<file path="config.mk">
export PLATFORM = sky130hd
export DESIGN_NAME = sdf_top
export DESIGN_NICKNAME = d
export VERILOG_FILES = /design/src/common/sdf_pkg.sv /design/src/common/sdf_dec_if.sv /design/src/hw/sdf_top.sv /design/src/hw/sdf_decimator.sv
export SDC_FILE = /design/constraint.sdc
export NUM_CORES = 1
export LEC_CHECK = 0
export BUFFER_PORTS_ARGS = -buffer_cell sky130_fd_sc_hd__buf_4
export CAP_MARGIN = 0
export CELL_PAD_IN_SITES_DETAIL_PLACEMENT = 1
export CELL_PAD_IN_SITES_GLOBAL_PLACEMENT = 1
export CORE_MARGIN = 1
export CORE_UTILIZATION = 45
export CTS_BUF_LIST = sky130_fd_sc_hd__clkbuf_4
export DETAILED_ROUTE_END_ITERATION = 8
export GPL_TIMING_DRIVEN = 0
export PLACE_DENSITY = 0.82
export SYNTH_ARGS = -nofsm -noshare
export SYNTH_HDL_FRONTEND = slang
export SYNTH_SLANG_ARGS = --single-unit
</file>
<file path="constraint.sdc">
create_clock -name mclk -period 10.37 [get_ports mclk]
set_clock_uncertainty 0.1 [all_clocks]
set_input_delay 2.5925 -clock mclk [delete_from_list [all_inputs] [get_ports mclk]]
set_output_delay 2.5925 -clock mclk [all_outputs]
set_load 0.02 [all_outputs]
</file>
<file path="src/common/sdf_pkg.sv">
package sdf_pkg;

    // ****************************************
    // Register map (byte addresses)
    // ****************************************
    localparam logic [11:0] ADDR_FILTER = 12'h000;
    localparam logic [11:0] ADDR_CONTROL = 12'h004;
    localparam logic [11:0] ADDR_STATUS = 12'h008;
    localparam logic [11:0] ADDR_OFFSET = 12'h00c;
    localparam logic [11:0] ADDR_GAIN = 12'h010;
    localparam logic [11:0] ADDR_SAMPLE = 12'h014;
    localparam logic [11:0] ADDR_RESULT = 12'h018;

    // ****************************************
    // Field layout
    // ****************************************
    localparam int RATE_LSB = 0;
    localparam int RATE_W = 11;
    localparam int TYPE_LSB = 16;
    localparam int TYPE_W = 4;
    localparam int MODE_W = 4;

    // ****************************************
    // Filter type codes
    // ****************************************
    localparam logic [3:0] FT_SINC4 = 4'h0;
    localparam logic [3:0] FT_SINC4_AVG = 4'h1;
    localparam logic [3:0] FT_SINC3 = 4'h2;
    localparam logic [3:0] FT_SINC3_NOTCH = 4'h3;
    localparam logic [3:0] FT_SINC3_AVG = 4'h4;
    localparam logic [3:0] FT_POST1 = 4'h5;
    localparam logic [3:0] FT_POST4 = 4'h8;

    // ****************************************
    // Converter control modes
    // ****************************************
    localparam logic [3:0] MODE_SYS_OFFSET = 4'h7;
    localparam logic [3:0] MODE_SYS_GAIN = 4'h8;

    // ****************************************
    // Reset values and timing counts
    // ****************************************
    localparam logic [10:0] RATE_RESET = 11'h030;
    localparam logic [10:0] RATE_SINC4_MAX = 11'h00a;
    localparam logic [15:0] OFFSET_RESET = 16'h8000;
    localparam logic [15:0] GAIN_RESET = 16'h5555;
    localparam int MCLK_PER_RATE = 32;
    localparam int AVG_COUNT = 8;
    localparam logic [12:0] POST1_CYCLES = 13'd2944;
    localparam logic [12:0] POST2_CYCLES = 13'd3200;
    localparam logic [12:0] POST3_CYCLES = 13'd3968;
    localparam logic [12:0] POST4_CYCLES = 13'd4736;

    typedef enum logic [2:0]
    {
        CAL_IDLE = 3'b001,
        CAL_OFFSET = 3'b010,
        CAL_GAIN = 3'b100
    } sdf_cal_e;

endpackage

</file>
<file path="src/common/sdf_dec_if.sv">
`timescale 1ns/1ps
// Link from the control top to the decimation core
interface sdf_dec_if;
    logic [3:0] filter_type;
    logic [10:0] rate;
    logic restart;
    logic [15:0] sample;
    logic result_valid;
    logic [31:0] result;

    modport ctrl (output filter_type, output rate, output restart, output sample,
                  input result_valid, input result);
    modport core (input filter_type, input rate, input restart, input sample,
                  output result_valid, output result);
endinterface

</file>
<file path="src/hw/sdf_top.sv">
// Our own choices: register access over APB and the register addresses.
`timescale 1ns/1ps
// Behaviour
// - Offset cal lasts one first conversion
// - Gain cal lasts one first conversion
// - Four-bit type field selects the filter
// - Filter type resets to sinc3
// - Rate field sets rate for sinc modes
// - Sinc4 rate above ten acts as ten
// - Sinc3 modes accept rates 1 to 2047
// - Notch at mclk over 32 times rate
// - Averaging modes mean eight decimator outputs; the core outputs at every conversion the sum since the last eighth, over 8
// - Averaging first conversion has no extra delay
// - Post filters ignore rate, fixed rates
// - Rate 48 with notch gives 50/60 rejection
// - Control mode codes start system calibrations
// - Completion updates coefficient, clears flag, idles
module sdf_top
(
    input wire logic mclk, // Main clock
    input wire logic rst, // Synchronous reset
    input wire logic psel, // APB select
    input wire logic penable, // APB enable
    input wire logic pwrite, // APB direction
    input wire logic [11:0] paddr, // APB address
    input wire logic [31:0] pwdata, // APB write data
    output logic [31:0] prdata, // APB read data
    output logic pready, // APB ready
    output logic pslverr, // APB error
    input wire logic cs_n, // Chip select, active low
    output logic data_ready // Data ready output
);

    sdf_dec_if dec ();

    logic [3:0] filter_type;
    logic [10:0] rate_divider_field;
    logic [15:0] offset_coef;
    logic [15:0] gain_coef;
    logic [15:0] sample;
    logic [31:0] result;
    logic result_pending_flag;
    logic ready_level;
    sdf_pkg::sdf_cal_e cal_state;
    sdf_pkg::sdf_cal_e next_cal_state;

    // ****************************************
    // APB decode
    // ****************************************
    wire logic wr_en = psel && penable && pwrite;
    wire logic hit_filter = (paddr == sdf_pkg::ADDR_FILTER);
    wire logic hit_control = (paddr == sdf_pkg::ADDR_CONTROL);
    wire logic hit_status = (paddr == sdf_pkg::ADDR_STATUS);
    wire logic hit_offset = (paddr == sdf_pkg::ADDR_OFFSET);
    wire logic hit_gain = (paddr == sdf_pkg::ADDR_GAIN);
    wire logic hit_sample = (paddr == sdf_pkg::ADDR_SAMPLE);
    wire logic hit_result = (paddr == sdf_pkg::ADDR_RESULT);
    wire logic mapped = hit_filter | hit_control | hit_status | hit_offset | hit_gain | hit_sample | hit_result;
    wire logic cal_busy = (cal_state != sdf_pkg::CAL_IDLE);
    wire logic [3:0] wr_mode = pwdata[sdf_pkg::MODE_W-1:0];
    wire logic [3:0] wr_type = pwdata[sdf_pkg::TYPE_LSB +: sdf_pkg::TYPE_W];
    // Coefficients are locked while a calibration owns them
    wire logic coef_lock = cal_busy;
    wire logic start_offset = wr_en && hit_control && !cal_busy && (wr_mode == sdf_pkg::MODE_SYS_OFFSET);
    wire logic start_gain = wr_en && hit_control && !cal_busy && (wr_mode == sdf_pkg::MODE_SYS_GAIN);
    wire logic cal_done = cal_busy && dec.result_valid;

    assign pready = 1'b1;
    assign pslverr = psel && penable && !mapped;

    // Read mux; unmapped addresses read zero
    always_comb
    begin
        prdata = 32'h0000_0000;
        if (hit_filter)
            prdata = {12'h000, filter_type, 5'h00, rate_divider_field};
        else if (hit_control)
            prdata = {29'h0, cal_state};
        else if (hit_status)
            prdata = {31'h0, result_pending_flag};
        else if (hit_offset)
            prdata = {16'h0000, offset_coef};
        else if (hit_gain)
            prdata = {16'h0000, gain_coef};
        else if (hit_sample)
            prdata = {16'h0000, sample};
        else if (hit_result)
            prdata = result;
    end

    // ****************************************
    // Filter configuration
    // ****************************************
    // Codes above the last post filter fall back to sinc3
    wire logic [3:0] legal_type = (wr_type > sdf_pkg::FT_POST4) ? sdf_pkg::FT_SINC3 : wr_type;

    always_ff @(posedge mclk)
    begin
        if (rst)
        begin
            filter_type <= sdf_pkg::FT_SINC3;
            rate_divider_field <= sdf_pkg::RATE_RESET;
        end
        else if (wr_en && hit_filter && !cal_busy)
        begin
            filter_type <= legal_type;
            rate_divider_field <= pwdata[sdf_pkg::RATE_LSB +: sdf_pkg::RATE_W];
        end
    end

    // Modulator sample stand-in, written by software
    always_ff @(posedge mclk)
    begin
        if (rst)
            sample <= 16'h0000;
        else if (wr_en && hit_sample)
            sample <= pwdata[15:0];
    end

    // ****************************************
    // Calibration sequencer
    // ****************************************
    // A calibration is one first conversion of the chosen setup; a fresh
    // restart of the core makes the next result that first conversion
    always_comb
    begin
        next_cal_state = cal_state;
        unique case (cal_state)
            sdf_pkg::CAL_IDLE:
                if (start_offset)
                    next_cal_state = sdf_pkg::CAL_OFFSET;
                else if (start_gain)
                    next_cal_state = sdf_pkg::CAL_GAIN;
            sdf_pkg::CAL_OFFSET:
                if (cal_done)
                    next_cal_state = sdf_pkg::CAL_IDLE;
            sdf_pkg::CAL_GAIN:
                if (cal_done)
                    next_cal_state = sdf_pkg::CAL_IDLE;
            default:
                next_cal_state = sdf_pkg::CAL_IDLE;
        endcase
    end

    always_ff @(posedge mclk)
    begin
        if (rst)
            cal_state <= sdf_pkg::CAL_IDLE;
        else
            cal_state <= next_cal_state;
    end

    // Coefficient update on completion; software writes are refused during
    // calibration (the host is trusted to order offset before gain)
    always_ff @(posedge mclk)
    begin
        if (rst)
        begin
            offset_coef <= sdf_pkg::OFFSET_RESET;
            gain_coef <= sdf_pkg::GAIN_RESET;
        end
        else if (cal_done && cal_state == sdf_pkg::CAL_OFFSET)
            offset_coef <= dec.result[15:0];
        else if (cal_done && cal_state == sdf_pkg::CAL_GAIN)
            gain_coef <= dec.result[15:0];
        else if (wr_en && hit_offset && !coef_lock)
            offset_coef <= pwdata[15:0];
        else if (wr_en && hit_gain && !coef_lock)
            gain_coef <= pwdata[15:0];
    end

    // ****************************************
    // Result and pending flag
    // ****************************************
    // Flag rises as calibration starts and falls when it completes
    always_ff @(posedge mclk)
    begin
        if (rst)
        begin
            result_pending_flag <= 1'b0;
            result <= 32'h0000_0000;
        end
        else
        begin
            if (start_offset || start_gain)
                result_pending_flag <= 1'b1;
            else if (cal_done)
                result_pending_flag <= 1'b0;
            if (dec.result_valid && !cal_busy)
                result <= dec.result;
        end
    end

    // Data ready drops on completion only while chip select is low
    always_ff @(posedge mclk)
    begin
        if (rst)
            ready_level <= 1'b0;
        else if (start_offset || start_gain)
            ready_level <= 1'b1;
        else if (cal_done && !cs_n)
            ready_level <= 1'b0;
        else if (!cal_busy && !cs_n)
            ready_level <= 1'b0;
    end

    assign data_ready = ready_level;

    // ****************************************
    // Decimation core
    // ****************************************
    // Notch mode with rate 48 places 50 Hz main and 60 Hz extra notches;
    // the extra notch changes coefficients only, not timing
    assign dec.filter_type = filter_type;
    assign dec.rate = rate_divider_field;
    assign dec.sample = sample;
    assign dec.restart = start_offset || start_gain;

    sdf_decimator u_dec
    (
        .mclk(mclk),
        .rst(rst),
        .dec(dec)
    );

endmodule // sdf_top

</file>
<file path="src/hw/sdf_decimator.sv">
`timescale 1ns/1ps
// Decimation core: each sinc conversion integrates one tick of input for
// 32 x rate ticks (one tick per main clock), post filters fixed counts; averaging modes sum 8.
module sdf_decimator
(
    input wire logic mclk, // Main clock
    input wire logic rst, // Synchronous reset
    sdf_dec_if.core dec // Control link
);

    logic [15:0] conv_len;
    logic [15:0] conv_cnt;
    logic [2:0] avg_cnt;
    logic [31:0] acc;
    logic [31:0] avg_acc;
    logic [31:0] res;
    logic res_v;

    // ****************************************
    // Conversion length selection
    // ****************************************
    wire logic is_post = (dec.filter_type >= sdf_pkg::FT_POST1) && (dec.filter_type <= sdf_pkg::FT_POST4);
    wire logic is_sinc4 = (dec.filter_type == sdf_pkg::FT_SINC4) || (dec.filter_type == sdf_pkg::FT_SINC4_AVG);
    wire logic is_avg = (dec.filter_type == sdf_pkg::FT_SINC4_AVG) || (dec.filter_type == sdf_pkg::FT_SINC3_AVG);
    // Rate above ten clamps for the fourth order modes
    wire logic [10:0] eff_rate = (is_sinc4 && dec.rate > sdf_pkg::RATE_SINC4_MAX)
                                 ? sdf_pkg::RATE_SINC4_MAX : dec.rate;
    wire logic [10:0] safe_rate = (eff_rate == 11'h000) ? 11'h001 : eff_rate;
    // First notch at mclk / (32 x rate): one conversion spans 32 x rate clocks
    wire logic [15:0] sinc_len = {safe_rate, 5'h00};
    wire logic [12:0] post_len = (dec.filter_type == sdf_pkg::FT_POST1) ? sdf_pkg::POST1_CYCLES :
                                 (dec.filter_type == 4'h6) ? sdf_pkg::POST2_CYCLES :
                                 (dec.filter_type == 4'h7) ? sdf_pkg::POST3_CYCLES : sdf_pkg::POST4_CYCLES;
    // Post filters run at a fixed rate and ignore the rate field
    assign conv_len = is_post ? {3'h0, post_len} : sinc_len;
    wire logic conv_end = (conv_cnt == conv_len - 16'h0001);
    // Sum including this clock's sample, so a conversion integrates all of its ticks
    wire logic [31:0] acc_full = acc + {16'h0000, dec.sample};

    // ****************************************
    // Integrator and conversion counter
    // ****************************************
    always_ff @(posedge mclk)
    begin
        if (rst || dec.restart)
        begin
            conv_cnt <= 16'h0000;
            acc <= 32'h0000_0000;
        end
        else
        begin
            conv_cnt <= conv_end ? 16'h0000 : conv_cnt + 16'h0001;
            acc <= conv_end ? 32'h0000_0000 : acc_full;
        end
    end

    // Averaging stage; a result is released every decimator output so the
    // first conversion costs no extra delay (sum since the last eighth output, over 8)
    always_ff @(posedge mclk)
    begin
        if (rst || dec.restart)
        begin
            avg_cnt <= 3'h0;
            avg_acc <= 32'h0000_0000;
            res <= 32'h0000_0000;
            res_v <= 1'b0;
        end
        else
        begin
            res_v <= conv_end;
            if (conv_end)
            begin
                avg_cnt <= avg_cnt + 3'h1;
                avg_acc <= (avg_cnt == 3'h7) ? 32'h0000_0000 : avg_acc + acc_full;
                res <= is_avg ? (avg_acc + acc_full) >> 3 : acc_full;
            end
        end
    end

    assign dec.result = res;
    assign dec.result_valid = res_v;

endmodule // sdf_decimator

</file>
==> results of run 1 <==
-- metal layers --
layer	vias up	track usage (%)
met5	-	0
met4	0	14.3
met3	94	4.65
met2	374	53.1
met1	5829	40.8
li1	5531	-
-- logic make-up (layout without fill, tap and decap cells) --
| logic type | after synthesis | in the layout | share of synthesized area, % |
|---|---|---|---|
| AOI/OAI and AO/OA | 366 | 366 | 20.9 |
| xor gates and xnor gates | 86 | 86 | 6.51 |
| adders and majority gates | 53 | 53 | 5.76 |
| buffers and inverters | 121 | 299 | 4.13 |
| DFF | 216 | 216 | 36.7 |
| muxes | 21 | 21 | 1.78 |
| other | 1 | 3 | 0.0318 |
| and+or+nand+nor | 617 | 617 | 24.2 |
-- worst paths after layout --
kind / startpoint / endpoint / slack [ns] / cells past startpoint
worst max-delay path: paddr[9] / prdata[8] / 2.29 / 8
worst min-delay path: u_dec.dec.result[25]$_SDFFE_PP0N_ / result[25]$_SDFFE_PP0P_ / 0.34 / 2
worst max register to register: dec.sample[1]$_SDFFE_PP0P_ / u_dec.dec.result[28]$_SDFFE_PP0N_ / 4.08 / 20
worst min register to register: u_dec.dec.result[25]$_SDFFE_PP0N_ / result[25]$_SDFFE_PP0P_ / 0.34 / 2
-- cell usage in the layout, fill, tap and decap left out, types with 43 or more instances in the layout --
cell type,synthesis,layout
ha_1,51,51
a21oi_1,119,119
nand3_1,44,44
nor2_1,143,143
clkbuf_1,70,70
xnor2_1,43,43
o21ai_0,46,46
dfxtp_1,216,216
nand2_1,255,255
clkbuf_4,0,88
buf_4,2,73
-- power groups by stage --
stage | sequential (W) | combinational (W) | clock, W
after CTS | 0.000831 | 0.0000499 | 0.000811
final | 0.000831 | 0.0000503 | 0.000798
after floorplan | 0.000850 | 0.0000194 | 0
after global routing | 0.000831 | 0.0000530 | 0.000854
after global placement | 0.000850 | 0.0000487 | 0
after detailed placement | 0.000850 | 0.0000497 | 0
-- critical path: stages --
cell and delay, ns:
buf_4 0.11, nor4_1 0.40, nand3_1 0.23, nor4_2 0.86, clkbuf_1 0.54, a22oi_1 0.29, nand3_1 0.20, buf_4 0.16
-- flip-flops by register name, indices dropped and copies added, names as in the netlist, 4 cells and up --
signal,flops
u_dec.acc,32
u_dec.conv_cnt,16
result,32
u_dec.dec.result,32
offset_coef,16
gain_coef,16
dec.filter_type,4
u_dec.avg_acc,32
dec.rate,11
dec.sample,16
-- area by class of cell --
cell class | instances | area [µm²]
fillers | 3181 | 11900
multi-input cells | 1144 | 6980
flip-flops and latches | 216 | 4320
clock buffers | 88 | 661
repair buffers | 71 | 533
well taps | 330 | 413
plain buffers | 83 | 344
inverters | 38 | 143
clock inverters | 19 | 113
diodes | 2 | 5.00
-- stage by stage --
stage | utilization (%) | total power (W) | cell area, µm²
floorplan | - | 0.000869 | 11800
global route | 53.2 | 0.00174 | 13500
detailed placement | 50.1 | 0.000900 | 12700
finish | 53.2 | 0.00168 | 13500
CTS | 53.2 | 0.00169 | 13500
global placement | 50.1 | 0.000899 | 12700
==> flow_metrics.py, run 1 <==
metrics = {
    "finish": {
        "areaGrowthSynthToFinish_pct": 14.7,
        "nNetsFinal": 1716,
        "drive_gt1_share_pct": 12.4,
        "finalNonFillerCells": 1991,
    },
    "sta": {
        "period_needed_ns": 8.08,
        "rsz0062_at_grt": "false",
        "setup_violations": 0,
        "fin_tns_setup_ns": 0,
        "clock.fmax_mhz": 124,
        "slew_viol_final": 0,
        "timing.hold.ws_ns": 0.338,
        "worstMarginPinSlew_ns": 1.18,
        "setup_ws_ns": 2.29,
        "final_hold_viol_count": 0,
        "post-route-period-util_pct": 78.0,
        "max_slew_margin_pct": 20.5,
    },
    "synth": {
        "yosysWarningCount": 0,
        "yosysSeqAreaShare_pct": 36.7,
        "yosysTopAreaCellShare_pct": 36.7,
        "syn-num-nets": 1584,
        "ys_types": 72,
        "synth_top_cells_by_area": "dfxtp_1 37%, nand2_1 8.1%, ha_1 5.4%",
        "yosys.area.top_type": "dfxtp_1",
        "synth-edff-count": 0,
        "synth_flop_cell": "dfxtp_1",
        "syn_inst": 1481,
        "synth_most_common_cell": "nand2_1",
        "ys_top_cells_by_count": "255 x nand2_1, 216 x dfxtp_1, 143 x nor2_1",
        "syn_area_per_cell_um2": 7.95,
        "synth_seq_cells": 216,
        "synthesis.area_mm2": 0.0118,
        "synthArstFlopShare_pct": 0,
    },
    "routing": {
        "firstDrtPassIters": 5,
        "wirelength_mm": 42.7,
        "drc": 0,
        "via_count": 11800,
        "viasPerCell": 5.94,
        "post_drt_wl_per_cell_um": 21.4,
        "wl_met1_mm": 18.7,
        "drt_iter0_drc": 968,
        "top_layer_used": "met4",
        "ant_nets": 0,
        "wl_met2_mm": 19.7,
        "met3WireLength_mm": 2.45,
    },
    "cts": {
        "clkSlewWorstSetupHoldPaths_ns": 0.07,
        "clockRootBuffer": "clkbuf_4",
        "hold_buffers": 0,
        "clock_sink_count": 216,
        "cts_tree": "yes",
        "h-tree-depth": 2,
        "cts_setup_buffers": 0,
        "cts_buffers": 59,
        "clock_path_buffers": 3,
        "cts_resized": 0,
        "clkLatencyLatePin_ns": 0.72,
    },
    "global_route": {
        "grt_pass1_vias": 11900,
        "grt-ovfl-total": 0,
        "grt_pass1_wl_mm": 65.6,
        "grt_max_degree": 17,
        "grt_antenna_before_repair": 2,
        "grt_use_total_pct": 31.9,
    },
    "die": {
        "placementRows": 58,
        "coreArea_mm2": 0.0254,
        "dieArea_mm2": 0.0268,
        "die-width_um": 164,
        "start_util_pct": 46.4,
        "die_y_um": 164,
        "io_pins": 85,
    },
    "placement": {
        "place.gp.congestion": 0.955,
        "portBuffers": 71,
        "post-place-cells": 1882,
        "pre_cts_slack_ns": 2.35,
        "hpwl_mm": 32.5,
    },
    "pwr": {
        "comb_power_share_pct": 3.0,
        "intPower_w": 0.00126,
        "pwr-share-clk_pct": 47.5,
        "p_seq_share_pct": 49.5,
        "leakage_nw": 5.52,
        "p_per_area_mw_per_mm2": 124,
        "power_switching_w": 0.000419,
        "switching_share_pct": 24.9,
        "ir_worst_vdd_mv": 0.103,
    },
    "worst_setup_path": {
        "required_ns": 7.68,
        "endpoint_kind": "primary output",
        "path_class": "input pin to primary output",
        "worstPathMaxFanout": 10,
        "critPathLaunchType": "input pin",
        "cp_data_arrival_time_ns": 5.39,
    },
    "hold_path": {
        "holdCritPathClass": "flop to flop",
    },
    "job": {
        "max_cap_viol_count": 0,
    },
    "outcome": {
        "status": "finished, final reports clean",
    },
}
(Power assumes the default switching activity.)
==> run 2: changes to the inputs <==
--- a/config.mk
+++ b/config.mk
@@ -10,7 +10,7 @@
 export CELL_PAD_IN_SITES_DETAIL_PLACEMENT = 1
 export CELL_PAD_IN_SITES_GLOBAL_PLACEMENT = 1
 export CORE_MARGIN = 1
-export CORE_UTILIZATION = 45
+export CORE_UTILIZATION = 43
 export CTS_BUF_LIST = sky130_fd_sc_hd__clkbuf_4
 export DETAILED_ROUTE_END_ITERATION = 8
 export GPL_TIMING_DRIVEN = 0
==> constraint.sdc (replaced) <==
create_clock -name mclk -period 7.4 [get_ports mclk]
set_clock_uncertainty 0.1 [all_clocks]
set_input_delay 1.85 -clock mclk [delete_from_list [all_inputs] [get_ports mclk]]
set_output_delay 1.85 -clock mclk [all_outputs]
set_load 0.02 [all_outputs]
==> flow_metrics.py, run 2 (synthesis results as in run 1) <==
metrics = {
    "finish": {
        "layout_commonest_cell": "nand2_1",
        "finalCoreUtilization_pct": 50.5,
        "layout_common_cells": "255 x nand2_1, 216 x dfxtp_1, 143 x nor2_1",
        "drive_gt1_share_pct": 12.9,
        "nNetsFinal": 1724,
        "design_area_mm2": 0.0136,
        "areaGrowthSynthToFinish_pct": 15.3,
    },
    "sta": {
        "slew_viol_final": 0,
        "max_slew_margin_pct": 30.2,
        "fin_tns_setup_ns": 0,
        "setup_ws_ns": 0.986,
        "clock.fmax_mhz": 156,
        "post-route-period-util_pct": 86.7,
        "final_hold_viol_count": 0,
        "rsz0062_at_grt": "false",
        "timing.hold.ws_ns": 0.338,
        "setup_violations": 0,
        "period_needed_ns": 6.41,
        "worstMarginPinSlew_ns": 1.04,
    },
    "outcome": {
        "status": "finished, final reports clean",
    },
    "placement": {
        "dpl_cell_area_mm2": 0.0128,
        "place.gp.congestion": 0.946,
        "portBuffers": 71,
        "pre_cts_slack_ns": 1.08,
        "hpwl_mm": 32.9,
    },
    "worst_setup_path": {
        "path_class": "input pin to primary output",
        "cp_cell_sequence": "buf_4 > nor4_1 > nand3_1 > nor2_1 > clkbuf_1 > a22oi_1 > nand3_1 > buf_4",
        "endpoint_kind": "primary output",
        "cpPeakStageDelay_ns": 0.78,
        "worstPathMaxFanout": 10,
        "cp_data_arrival_time_ns": 4.46,
        "critPathLaunchType": "input pin",
        "cp_slowest_cell": "nor2_1",
        "required_ns": 5.45,
    },
    "cts": {
        "hold_buffers": 0,
        "h-tree-depth": 3,
        "clkSlewWorstSetupHoldPaths_ns": 0.06,
        "clock_path_buffers": 3,
        "cts_setup_buffers": 0,
        "cts_resized": 0,
        "clock_sink_count": 216,
        "clkLatencyLatePin_ns": 0.71,
        "cts_buffers": 66,
        "clockRootBuffer": "clkbuf_4",
        "cts_tree": "yes",
    },
    "pwr": {
        "power_switching_w": 0.000602,
        "intPower_w": 0.00180,
        "p_seq_share_pct": 48.6,
        "p_per_area_mw_per_mm2": 177,
        "leakage_nw": 5.56,
        "pwr-share-clk_pct": 48.5,
        "comb_power_share_pct": 2.9,
        "switching_share_pct": 25.1,
        "ir_worst_vdd_mv": 0.0780,
    },
    "routing": {
        "drc": 0,
        "via_count": 11800,
        "firstDrtPassIters": 5,
        "viasPerCell": 5.88,
        "ant_nets": 0,
        "post_drt_wl_per_cell_um": 21.4,
        "drt_iter0_drc": 999,
        "wirelength_mm": 42.9,
    },
    "die": {
        "start_util_pct": 43.8,
        "io_pins": 85,
        "placementRows": 60,
        "die_y_um": 168,
        "coreArea_mm2": 0.0269,
        "die-width_um": 168,
        "dieArea_mm2": 0.0281,
    },
    "job": {
        "max_cap_viol_count": 0,
    },
    "global_route": {
        "grt_use_total_pct": 30.8,
        "grt_pass1_wl_mm": 67.5,
        "grt-ovfl-total": 0,
        "grt_max_degree": 11,
        "grt_pass1_vias": 12200,
        "grt_antenna_before_repair": 1,
    },
    "hold_path": {
        "holdCritPathClass": "flop to flop",
    },
}
-- run 2: area by class of cell --
class                   count  area [µm²]
repair buffers             72         541
fillers                  3368       13300
clock buffers              98         736
well taps                 341         427
flip-flops and latches    216        4320
plain buffers              83         344
clock inverters            18        86.3
multi-input cells        1144        6980
diodes                      1        2.50
inverters                  38         143
-- run 2: final timing paths --
path	from	to	slack, ns	cells past startpoint
worst max-delay path	paddr[9]	prdata[5]	0.99	8
worst min-delay path	u_dec.dec.result[29]$_SDFFE_PP0N_	result[29]$_SDFFE_PP0P_	0.34	2
worst max register to register	dec.sample[1]$_SDFFE_PP0P_	u_dec.dec.result[28]$_SDFFE_PP0N_	1.20	20
worst min register to register	u_dec.dec.result[29]$_SDFFE_PP0N_	result[29]$_SDFFE_PP0P_	0.34	2
-- run 2: per-layer routing --
layer	GRT usage, %	vias up	routed length [µm]
met3	5.53	93	2320
li1	-	5548	-
met4	12.9	0	1610
met2	51.7	346	20100
met1	38.6	5829	18900
met5	0	-	0
-- run 2: power by group through the flow --
| stage | clock network, W | registers (W) | logic [W] |
|---|---|---|---|
| 5_1_grt | 0.00124 | 0.00116 | 0.0000739 |
| 4_1_cts | 0.00118 | 0.00117 | 0.0000691 |
| 3_3_place_gp | 0 | 0.00119 | 0.0000679 |
| 6_report | 0.00116 | 0.00117 | 0.0000699 |
| 3_5_place_dp | 0 | 0.00119 | 0.0000689 |
| 2_1_floorplan | 0 | 0.00119 | 0.0000272 |
-- run 2: worst max-delay path: cells and delay by family --
| family | cells | cell delay [ns] |
|---|---|---|
| AND/OR/NAND/NOR | 4 | 1.55 |
| buffers and inverters | 3 | 0.85 |
| AO/OA/AOI/OAI | 1 | 0.20 |
-- run 2: stage by stage --
step / instances / total power (W)
floorplan: 1481 / 0.00122
global placement: 1893 / 0.00126
detailed placement: 1894 / 0.00126
CTS: 2010 / 0.00241
global route: 2011 / 0.00248
finish: 2011 / 0.00240
